$ cat src/verilog/ots_pkg.sv
// constants, register map and state type for the overcurrent/thermal supervisor
// assumes one 25 MHz clock, comparator results and ratio samples arriving synchronously
// Summary of operation
// - average current above 105uA starts shutdown
// - monitor pin above 1.11V starts shutdown
// - shutdown floats all PWM outputs at once
// - outputs stay floating for 4096 switching cycles
// - retry soft-start only while still enabled
// - persisting fault repeats trip, wait, retry forever
// - phase over its limit: PWM low rest-of-cycle
// - cut phase may switch again next cycle
// - phase limit never causes shutdown or hiccup
// - thermal flags are open-drain, valid when enabled
// - cooling request: release below 39.1%, pull above 45.1%
// - overtemp alert: release below 33.3%, pull above 39.1%
// - thermistor ratio becomes 6-bit temperature code
// - offset ratio becomes 4-bit factor 0..14
// - factor zero disables temperature compensation
// - factor 4 means no temperature difference
// - factor and code form per-phase current gain (here one comp_gain is shared by all phases)
// - PWM outputs float while in shutdown
package ots_pkg;
  localparam int NPH = 4;
  localparam int CLK_PERIOD_NS = 40;
  localparam int OC_HIZ_MAX_NS = 20;
  // longest time rounds down, but never below one cycle
  localparam int OC_HIZ_CYC = (OC_HIZ_MAX_NS / CLK_PERIOD_NS) < 1 ? 1 :
                              (OC_HIZ_MAX_NS / CLK_PERIOD_NS);
  localparam logic [12:0] HICCUP_CYCLES = 13'h1000;
  // thermistor and offset ratios are fractions of supply, full scale 10'h3ff
  localparam logic [9:0] TM_FAN_RELEASE = 10'h190;
  localparam logic [9:0] TM_FAN_PULL = 10'h1ce;
  localparam logic [9:0] TM_HOT_RELEASE = 10'h155;
  localparam logic [9:0] TM_HOT_PULL = 10'h190;
  localparam logic [3:0] THERMAL_OFFSET_INPUT_FACTOR_MULT = 4'hf;
  localparam logic [3:0] THERMAL_OFFSET_INPUT_ZERO_DELTA = 4'h4;
  localparam logic [11:0] GAIN_UNITY = 12'h400;
  // register byte addresses
  localparam logic [7:0] ADDR_CTRL = 8'h00;
  localparam logic [7:0] ADDR_STATUS = 8'h04;
  localparam logic [7:0] ADDR_THERM = 8'h08;
  localparam logic [7:0] ADDR_TRIP_CNT = 8'h0c;
  localparam int CTRL_RUN_BIT = 0;
  localparam logic CTRL_RUN_RESET = 1'b1;
  localparam int STS_STATE_LSB = 0;
  localparam int STS_AVG_OC_BIT = 2;
  localparam int STS_MON_OC_BIT = 3;
  localparam int STS_COOL_BIT = 4;
  localparam int STS_HOT_BIT = 5;
  localparam int STS_EN_BIT = 6;
  localparam int STS_BLANK_LSB = 8;
  localparam int THERM_TEMP_LSB = 0;
  localparam int THERM_FACTOR_LSB = 8;
  localparam int THERM_GAIN_LSB = 16;
  localparam logic [1:0] RESP_OKAY = 2'h0;
  localparam logic [1:0] RESP_SLVERR = 2'h2;
  typedef enum logic [1:0] {ST_OFF, ST_RUN, ST_WAIT} ots_state_t;
endpackage

$ cat src/verilog/ots_hyst_flag.sv
// one open-drain thermal flag with hysteresis on the thermistor ratio
// assumes level is a synchronous sample; drive_low_q high means the pin is pulled low
`timescale 1ns/1ps
module ots_hyst_flag (
  input wire logic aclk,
  input wire logic aresetn,
  input wire logic valid,
  input wire logic [9:0] level,
  input wire logic [9:0] pull_th,
  input wire logic [9:0] release_th,
  output logic drive_low_q
);
  // a falling ratio means a hotter part: release the pin to signal heat
  always_ff @(posedge aclk) begin
    if (!aresetn) begin
      drive_low_q <= 1'b1;
    end else if (!valid) begin
      drive_low_q <= 1'b1;
    end else if (level > pull_th) begin
      drive_low_q <= 1'b1;
    end else if (level < release_th) begin
      drive_low_q <= 1'b0;
    end
  end
endmodule // ots_hyst_flag

$ cat src/verilog/ots_supervisor.sv
// overcurrent hiccup, per-phase pulse cut, thermal flags and compensation gain
// assumes comparator inputs and ratio samples are synchronous to aclk,
// cycle_start pulses once per switching cycle, AXI4-Lite master on the bus
`timescale 1ns/1ps
module ots_supervisor
  import ots_pkg::*;
(
  input wire logic aclk,
  input wire logic aresetn,
  input wire logic [7:0] s_axi_awaddr,
  input wire logic s_axi_awvalid,
  output logic s_axi_awready,
  input wire logic [31:0] s_axi_wdata,
  input wire logic [3:0] s_axi_wstrb,
  input wire logic s_axi_wvalid,
  output logic s_axi_wready,
  output logic [1:0] s_axi_bresp,
  output logic s_axi_bvalid,
  input wire logic s_axi_bready,
  input wire logic [7:0] s_axi_araddr,
  input wire logic s_axi_arvalid,
  output logic s_axi_arready,
  output logic [31:0] s_axi_rdata,
  output logic [1:0] s_axi_rresp,
  output logic s_axi_rvalid,
  input wire logic s_axi_rready,
  input wire logic ctrl_enable,
  input wire logic cycle_start,
  input wire logic averaged_phase_current_ovr,
  input wire logic load_current_monitor_pin_ovr,
  input wire logic [NPH-1:0] phase_oc_cmp,
  input wire logic [NPH-1:0] pwm_req,
  input wire logic [9:0] thermistor_sense_input,
  input wire logic [9:0] thermal_offset_input,
  output logic [NPH-1:0] pwm_o,
  output logic [NPH-1:0] pwm_oe,
  output logic cooling_request_o,
  output logic cooling_request_oe,
  output logic overtemp_alert_o,
  output logic overtemp_alert_oe,
  output logic soft_start_req,
  output logic [5:0] temp_code,
  output logic [3:0] thermal_offset_input_factor,
  output logic [11:0] comp_gain
);
  ots_state_t state_q, state_d;
  logic ctrl_run_q;
  logic en;
  logic fault;
  logic retry_due;
  logic ss_d;
  logic [12:0] wait_cnt_q;
  logic [15:0] trip_cnt_q;
  logic [NPH-1:0] blank_q;
  logic aw_hold_q, w_hold_q;
  logic [7:0] aw_addr_q;
  logic [31:0] w_data_q;
  logic [3:0] w_strb_q;
  logic wr_go;
  logic wr_mapped;
  logic [31:0] rd_word;
  logic rd_mapped;
  logic [13:0] factor_prod;
  logic [7:0] temp_adj;
  logic [9:0] tm_inv;
  logic cool_low_q, hot_low_q;

  assign en = ctrl_enable & ctrl_run_q;
  assign fault = averaged_phase_current_ovr | load_current_monitor_pin_ovr;
  assign retry_due = (wait_cnt_q == HICCUP_CYCLES);

  // hiccup sequencer; per-phase cuts are deliberately not a trip source
  always_comb begin
    state_d = state_q;
    ss_d = 1'b0;
    case (state_q)
      ST_OFF: begin
        if (en) begin
          state_d = ST_RUN;
          ss_d = 1'b1;
        end
      end
      ST_RUN: begin
        if (!en) begin
          state_d = ST_OFF;
        end else if (fault) begin
          state_d = ST_WAIT;
        end
      end
      ST_WAIT: begin
        if (!en) begin
          state_d = ST_OFF;
        end else if (retry_due) begin
          state_d = ST_RUN;
          ss_d = 1'b1;
        end
      end
      default: begin
        state_d = ST_OFF;
      end
    endcase
  end

  always_ff @(posedge aclk) begin
    if (!aresetn) begin
      state_q <= ST_OFF;
      soft_start_req <= 1'b0;
    end else begin
      state_q <= state_d;
      soft_start_req <= ss_d;
    end
  end

  // counts switching cycles, not clocks; cleared on every fresh trip
  always_ff @(posedge aclk) begin
    if (!aresetn) begin
      wait_cnt_q <= 13'h0000;
    end else if (state_q != ST_WAIT || state_d != ST_WAIT) begin
      wait_cnt_q <= 13'h0000;
    end else if (cycle_start && !retry_due) begin
      wait_cnt_q <= wait_cnt_q + 13'h0001;
    end
  end

  // cut latches until a cycle start finds the phase back under its limit
  generate
    for (genvar i = 0; i < NPH; i++) begin : g_phase
      always_ff @(posedge aclk) begin
        if (!aresetn) begin
          blank_q[i] <= 1'b0;
        end else if (phase_oc_cmp[i]) begin
          blank_q[i] <= 1'b1;
        end else if (cycle_start) begin
          blank_q[i] <= 1'b0;
        end
      end
      // one clock of 40 ns is the fastest a registered pin can float
      always_ff @(posedge aclk) begin
        if (!aresetn) begin
          pwm_oe[i] <= 1'b0;
          pwm_o[i] <= 1'b0;
        end else begin
          pwm_oe[i] <= (state_d == ST_RUN);
          pwm_o[i] <= (state_d == ST_RUN) && pwm_req[i] &&
                      !phase_oc_cmp[i] && !(blank_q[i] && !cycle_start);
        end
      end
    end
  endgenerate

  ots_hyst_flag u_cool (
    .aclk(aclk),
    .aresetn(aresetn),
    .valid(en),
    .level(thermistor_sense_input),
    .pull_th(TM_FAN_PULL),
    .release_th(TM_FAN_RELEASE),
    .drive_low_q(cool_low_q)
  );

  ots_hyst_flag u_hot (
    .aclk(aclk),
    .aresetn(aresetn),
    .valid(en),
    .level(thermistor_sense_input),
    .pull_th(TM_HOT_PULL),
    .release_th(TM_HOT_RELEASE),
    .drive_low_q(hot_low_q)
  );

  // pin data stays low; only the enable moves an open-drain pin
  assign cooling_request_o = 1'b0;
  assign overtemp_alert_o = 1'b0;
  assign cooling_request_oe = cool_low_q;
  assign overtemp_alert_oe = hot_low_q;

  // crude linear conversion; real parts shape this with a nonlinear converter
  assign tm_inv = 10'h3ff - thermistor_sense_input;
  assign factor_prod = thermal_offset_input * THERMAL_OFFSET_INPUT_FACTOR_MULT;
  // factor below 4 lowers the assumed sense temperature, above 4 raises it
  assign temp_adj = ({2'b00, temp_code} + {4'h0, thermal_offset_input_factor} >= {4'h0, THERMAL_OFFSET_INPUT_ZERO_DELTA}) ?
                    ({2'b00, temp_code} + {4'h0, thermal_offset_input_factor} - {4'h0, THERMAL_OFFSET_INPUT_ZERO_DELTA}) :
                    8'h00;

  always_ff @(posedge aclk) begin
    if (!aresetn) begin
      temp_code <= 6'h00;
      thermal_offset_input_factor <= 4'h0;
      comp_gain <= GAIN_UNITY;
    end else begin
      temp_code <= tm_inv[9:4];
      thermal_offset_input_factor <= factor_prod[13:10];
      if (thermal_offset_input_factor == 4'h0) begin
        comp_gain <= GAIN_UNITY;
      end else begin
        comp_gain <= GAIN_UNITY - {2'b00, temp_adj, 2'b00};
      end
    end
  end

  // write channel: address and data captured in either order
  assign wr_go = aw_hold_q && w_hold_q && !s_axi_bvalid;
  assign wr_mapped = (aw_addr_q[7:2] == ADDR_CTRL[7:2]) ||
                     (aw_addr_q[7:2] == ADDR_STATUS[7:2]) ||
                     (aw_addr_q[7:2] == ADDR_THERM[7:2]) ||
                     (aw_addr_q[7:2] == ADDR_TRIP_CNT[7:2]);

  always_ff @(posedge aclk) begin
    if (!aresetn) begin
      aw_hold_q <= 1'b0;
      w_hold_q <= 1'b0;
      aw_addr_q <= 8'h00;
      w_data_q <= 32'h0000_0000;
      w_strb_q <= 4'h0;
      s_axi_awready <= 1'b1;
      s_axi_wready <= 1'b1;
      s_axi_bvalid <= 1'b0;
      s_axi_bresp <= RESP_OKAY;
    end else begin
      if (s_axi_awvalid && s_axi_awready) begin
        aw_hold_q <= 1'b1;
        aw_addr_q <= s_axi_awaddr;
        s_axi_awready <= 1'b0;
      end
      if (s_axi_wvalid && s_axi_wready) begin
        w_hold_q <= 1'b1;
        w_data_q <= s_axi_wdata;
        w_strb_q <= s_axi_wstrb;
        s_axi_wready <= 1'b0;
      end
      if (wr_go) begin
        aw_hold_q <= 1'b0;
        w_hold_q <= 1'b0;
        s_axi_bvalid <= 1'b1;
        s_axi_bresp <= wr_mapped ? RESP_OKAY : RESP_SLVERR;
      end
      if (s_axi_bvalid && s_axi_bready) begin
        s_axi_bvalid <= 1'b0;
        s_axi_awready <= 1'b1;
        s_axi_wready <= 1'b1;
      end
    end
  end

  always_ff @(posedge aclk) begin
    if (!aresetn) begin
      ctrl_run_q <= CTRL_RUN_RESET;
    end else if (wr_go && aw_addr_q[7:2] == ADDR_CTRL[7:2] && w_strb_q[0]) begin
      ctrl_run_q <= w_data_q[CTRL_RUN_BIT];
    end
  end

  // a trip in the same cycle as a clearing write still counts
  always_ff @(posedge aclk) begin
    if (!aresetn) begin
      trip_cnt_q <= 16'h0000;
    end else if (state_q == ST_RUN && state_d == ST_WAIT) begin
      if (wr_go && aw_addr_q[7:2] == ADDR_TRIP_CNT[7:2]) begin
        trip_cnt_q <= 16'h0001;
      end else begin
        trip_cnt_q <= trip_cnt_q + 16'h0001;
      end
    end else if (wr_go && aw_addr_q[7:2] == ADDR_TRIP_CNT[7:2]) begin
      trip_cnt_q <= 16'h0000;
    end
  end

  always_comb begin
    rd_word = 32'h0000_0000;
    rd_mapped = 1'b1;
    case (s_axi_araddr[7:2])
      ADDR_CTRL[7:2]: rd_word[CTRL_RUN_BIT] = ctrl_run_q;
      ADDR_STATUS[7:2]: begin
        rd_word[STS_STATE_LSB +: 2] = state_q;
        rd_word[STS_AVG_OC_BIT] = averaged_phase_current_ovr;
        rd_word[STS_MON_OC_BIT] = load_current_monitor_pin_ovr;
        rd_word[STS_COOL_BIT] = !cool_low_q;
        rd_word[STS_HOT_BIT] = !hot_low_q;
        rd_word[STS_EN_BIT] = en;
        rd_word[STS_BLANK_LSB +: NPH] = blank_q;
      end
      ADDR_THERM[7:2]: begin
        rd_word[THERM_TEMP_LSB +: 6] = temp_code;
        rd_word[THERM_FACTOR_LSB +: 4] = thermal_offset_input_factor;
        rd_word[THERM_GAIN_LSB +: 12] = comp_gain;
      end
      ADDR_TRIP_CNT[7:2]: rd_word[15:0] = trip_cnt_q;
      default: rd_mapped = 1'b0;
    endcase
  end

  always_ff @(posedge aclk) begin
    if (!aresetn) begin
      s_axi_arready <= 1'b1;
      s_axi_rvalid <= 1'b0;
      s_axi_rdata <= 32'h0000_0000;
      s_axi_rresp <= RESP_OKAY;
    end else if (s_axi_arvalid && s_axi_arready) begin
      s_axi_arready <= 1'b0;
      s_axi_rvalid <= 1'b1;
      s_axi_rdata <= rd_word;
      s_axi_rresp <= rd_mapped ? RESP_OKAY : RESP_SLVERR;
    end else if (s_axi_rvalid && s_axi_rready) begin
      s_axi_rvalid <= 1'b0;
      s_axi_arready <= 1'b1;
    end
  end

  AST_AVG_TRIP: assert property (@(posedge aclk) disable iff (!aresetn)
    state_q == ST_RUN && en && averaged_phase_current_ovr |=> state_q == ST_WAIT)
    else $error("average overcurrent did not trip");
  AST_MON_TRIP: assert property (@(posedge aclk) disable iff (!aresetn)
    state_q == ST_RUN && en && load_current_monitor_pin_ovr |=> state_q == ST_WAIT)
    else $error("monitor pin overcurrent did not trip");
  AST_HIZ_FAST: assert property (@(posedge aclk) disable iff (!aresetn)
    state_q == ST_RUN && en && fault |=> pwm_oe == '0)
    else $error("PWM outputs not floated on trip");
  AST_WAIT_FLOAT: assert property (@(posedge aclk) disable iff (!aresetn)
    $rose(state_q == ST_WAIT) |-> pwm_oe == '0 && wait_cnt_q == 13'h0000)
    else $error("wait entered with outputs driven or stale count");
  AST_WAIT_BOUND: assert property (@(posedge aclk) disable iff (!aresetn)
    state_q == ST_WAIT && !retry_due |=> state_q != ST_RUN)
    else $error("retry before wait period ended");
  AST_RETRY: assert property (@(posedge aclk) disable iff (!aresetn)
    state_q == ST_WAIT && retry_due && en |=> state_q == ST_RUN && soft_start_req && pwm_oe != '0)
    else $error("no soft-start at end of wait");
  AST_DISABLE: assert property (@(posedge aclk) disable iff (!aresetn)
    !en |=> state_q == ST_OFF && pwm_oe == '0 && wait_cnt_q == 13'h0000)
    else $error("disable left outputs or count active");
  AST_PHASE_CUT: assert property (@(posedge aclk) disable iff (!aresetn)
    phase_oc_cmp[0] |=> !pwm_o[0] && blank_q[0])
    else $error("phase 0 not cut on overcurrent");
  AST_PHASE_REARM: assert property (@(posedge aclk) disable iff (!aresetn)
    blank_q[0] && cycle_start && !phase_oc_cmp[0] |=> !blank_q[0])
    else $error("phase 0 not re-armed on new cycle");
  AST_PHASE_NO_TRIP: assert property (@(posedge aclk) disable iff (!aresetn)
    state_q == ST_RUN && en && !fault && phase_oc_cmp != '0 |=> state_q == ST_RUN)
    else $error("phase limit caused shutdown");
  AST_FLAG_DIS: assert property (@(posedge aclk) disable iff (!aresetn)
    !en |=> cooling_request_oe && overtemp_alert_oe)
    else $error("thermal flag released while disabled");
  AST_GAIN_OFF: assert property (@(posedge aclk) disable iff (!aresetn)
    thermal_offset_input_factor == 4'h0 |=> comp_gain == GAIN_UNITY)
    else $error("compensation active with zero factor");

  COV_TRIP: cover property (@(posedge aclk) disable iff (!aresetn)
    state_q == ST_RUN ##1 state_q == ST_WAIT);
  COV_RETRY: cover property (@(posedge aclk) disable iff (!aresetn)
    state_q == ST_WAIT ##1 state_q == ST_RUN);
  COV_CUT: cover property (@(posedge aclk) disable iff (!aresetn)
    state_q == ST_RUN && phase_oc_cmp[0] ##1 blank_q[0] && cycle_start);
  COV_HOT: cover property (@(posedge aclk) disable iff (!aresetn)
    en && !overtemp_alert_oe);
endmodule // ots_supervisor
$ cat config.mk
export PLATFORM = sky130hd
export DESIGN_NAME = ots_supervisor
export DESIGN_NICKNAME = d
export VERILOG_FILES = /design/src/verilog/ots_pkg.sv /design/src/verilog/ots_hyst_flag.sv /design/src/verilog/ots_supervisor.sv
export SDC_FILE = /design/constraint.sdc
export NUM_CORES = 1
export LEC_CHECK = 0
export CAP_MARGIN = 20
export CORE_MARGIN = 3
export CORE_UTILIZATION = 45
export DETAILED_ROUTE_END_ITERATION = 16
export DONT_BUFFER_PORTS = 1
export GPL_ROUTABILITY_DRIVEN = 0
export PLACE_DENSITY = 0.66
export REMOVE_ABC_BUFFERS = 1
export SETUP_SLACK_MARGIN = 0.2
export SLEW_MARGIN = 10
export SYNTH_ARGS = -nofsm -noshare
export SYNTH_HDL_FRONTEND = slang
export SYNTH_SLANG_ARGS = --single-unit
$ cat constraint.sdc
create_clock -name aclk -period 5 [get_ports aclk]
set_input_delay 1 -clock aclk [delete_from_list [all_inputs] [get_ports aclk]]
set_output_delay 1 -clock aclk [all_outputs]
set_load 0.02 [all_outputs]
==> impl_metrics.ini <==
[run_status]
outcome = finished clean

[synth]
ys_types = 64
avgSynthCellArea_um2 = 9.00
yosys.area_share.simple_pct = 22.0
synth_top_area_share_pct = 37.6
synth.area.top_cells = dfxtp_1 38%, fa_1 6.1%, ha_1 6.0%, nor2_1 3.6%, nor2b_1 3.6%
synth_edf_count = 0
synth_fa_ha_area_share_pct = 12.1
yosys.area.top_type = dfxtp_1
netlist_area_um2 = 5600
synth_top_family_by_area = simple AND/OR/NAND/NOR gates
synth-compound-area-share_pct = 13.1
synthArstFlopShare_pct = 0
ys_ff_latch = 105
synth-seq-area-share_pct = 37.6
synthCells = 622
synthFlopType = dfxtp_1
synth_xor_area_share_pct = 6.10
yosysWarnings = 0
synth_mux_area_share_pct = 2.64

[routing]
firstDrtPassIters = 6
antenna_left = 0
viasPerCell = 5.33
wl_per_cell_um = 15.5
drt_iter0_markers = 299
drc = 0
drt-total-wl_mm = 12.1
dr_total_vias = 4164

[sta]
min_period_over_period_pct = 77.3
hold_violations = 0
tns_ns = 0
max-slew-margin-rel_pct = 46.2
drv_slew = 0
rsz0062_at_grt = false
fin_worst_skew_ns = 0.00673
finalSetupViolations = 0
worst-slew-pin-transition_ns = 0.806
fmax_mhz = 259
min_period_ns = 3.87
fin_ws_ns = 1.13

[cts]
cts_resized = 0
cts_setup_buffers = 0
cts-root-buf = clkbuf_16
cts_max_path_buffers = 2
cts_made_buffers = 9
clock-sinks = 105
cts_tree = built
clk_pin_slew_ns = 0.07
worstSkewPairLatency_ns = 0.34
htree_levels = 3
cts_hold_buf = 0

[placement]
place_ws_ns = 0.933
hpwl_mm = 9.33
portBuffers = 0

[power]
intPower_w = 0.00155
leakage_nw = 2.37
p_sw_w = 0.000698
clkPwrFrac_pct = 32.9
peakVddDrop_v = 0.000156
power_per_cell_area_nw_per_um2 = 378
switching_share_pct = 31.1
combPwrFrac_pct = 21.7
p_seq_share_pct = 45.4

[floorplan]
start_util_pct = 46.4
num_io_pins = 167
dieArea_um2 = 13800
die_w_um = 118
core-area_um2 = 12100
die_y_um = 118
fp-row-count = 40

[cells_and_area]
final_common_cell = dfxtp_1
final_cell_mix = 105 x dfxtp_1, 54 x nor2_1, 51 x nand2_1
n_antenna_cell = 0
areaGrowthSynthToFinish_pct = 6.37
num-nets-final = 743
fill_cells = 1131
drive_gt1_share_pct = 5.22

[critical_path]
cp.required_ns = 5.23
endpoint_kind = register
crit_arrival_ns = 4.10
critPathKind = reg2reg
critPathLaunchType = register
path_max_fanout = 8

[global_route]
antenna_found_initial = 1
grt_max_degree = 62
gr-total-overflow = 0
grt_use_total_pct = 17.4
grt_pass1_wl_mm = 19.8
grt_pass1_vias = 4075

[run]
cap_violations = 0

[worst_hold_path]
hold_path_class = reg2reg
[routing by layer]
layer | up-vias | GRT usage, % | part of all wire (%)
li1 | 2069 | - | -
met1 | 1933 | 21.4 | 43
met2 | 141 | 28.3 | 46
met3 | 19 | 6.92 | 9.6
met4 | 2 | 5.64 | 1.7
met5 | - | 0 | 0.058
[layout make-up]
class / count / area, µm² / area share, %
Clock buffer: 11 / 233 / 3.91
Clock inverter: 5 / 78.8 / 1.32
Inverter: 38 / 143 / 2.40
Multi-Input combinational cell: 454 / 3190 / 53.5
Sequential cell: 105 / 2100 / 35.3
Tap cell: 168 / 210 / 3.53
[state kept, by name, summed over array words and instances, names as in the netlist, 2 cells and up]
name,cells
comp_gain,9
wait_cnt_q,13
state_q,2
trip_cnt_q,16
temp_code,6
aw_addr_q,6
thermal_offset_input_factor,4
pwm_o,4
s_axi_rdata,25
blank_q,4
[path summary, 6_finish.rpt]
kind	start	slack (ns)	cells past startpoint	to
worst min register to register	w_data_q[0]$_SDFFE_PN0P_	0.46	2	w_data_q[0]$_SDFFE_PN0P_
worst max register to register	thermal_offset_input_factor[0]$_SDFF_PN0_	1.13	16	comp_gain[8]$_SDFF_PP0_
worst max-delay path	thermal_offset_input_factor[0]$_SDFF_PN0_	1.13	16	comp_gain[8]$_SDFF_PP0_
worst min-delay path	w_data_q[0]$_SDFFE_PN0P_	0.46	2	w_data_q[0]$_SDFFE_PN0P_
[power by group through the flow]
stage / Sequential, W / Clock (W) / Combinational, W
after global routing: 0.00103 / 0.000787 / 0.000567
after global placement: 0.00104 / 0 / 0.000467
after detailed placement: 0.00104 / 0 / 0.000484
after CTS: 0.00102 / 0.000754 / 0.000490
after floorplan: 0.00102 / 0 / 0.000398
final: 0.00102 / 0.000740 / 0.000489
[synth_stat cells, drive strengths merged, types with 2 or more instances]
cell type  instances
dfxtp            105
nor2              55
nand2             51
inv               38
nor2b             33
nand3             28
ha                27
a22oi             24
o21ai             23
xor2              22
clkbuf            20
a21oi             19
and2              19
buf               18
fa                17
xnor2             17
and3              12
a21boi            11
mux2               9
nand2b             7
nand4              5
nor3               5
a31oi              4
nor4               4
a211oi             3
nor3b              3
o211ai             3
or3                3
or4                3
a21o               2
a41oi              2
mux2i              2
nand3b             2
nor4b              2
o21a               2
o22ai              2
or2                2
[worst max-delay path, cell delays in order, from the launching register on]
cell	delay (ns)
dfxtp_1	0.56
ha_1	0.27
inv_1	0.06
fa_1	0.43
xor2_1	0.41
inv_1	0.13
ha_1	0.20
nand2_1	0.10
and3_1	0.31
nand2b_1	0.15
ha_1	0.18
inv_1	0.08
nor3_1	0.26
nand2_1	0.11
a211oi_1	0.29
or4_1	0.17
nand2_1	0.05
[through the flow]
step	cell area [µm²]	power [W]	cells	utilization (%)	hold slack (ns)
5_1_grt	5950	0.00238	781	49.3	0.492
3_5_place_dp	5640	0.00152	765	46.8	0.458
3_3_place_gp	5640	0.00151	765	46.8	0.449
2_1_floorplan	5430	0.00141	597	-	0.437
6_report	5950	0.00225	781	49.3	0.465
4_1_cts	5950	0.00227	781	49.3	0.467
[logic make-up (layout without fill, tap and decap cells)]
family,count (synthesis),count (layout)
adder cells (fa/ha/maj),44,44
AO/OA/AOI/OAI,108,108
other,1,14
buffers and inverters,76,54
AND/OR/NAND/NOR,237,237
XOR/XNOR,39,39
flip-flops,105,105
multiplexers,12,12
Power figures use the tool's default switching activity.
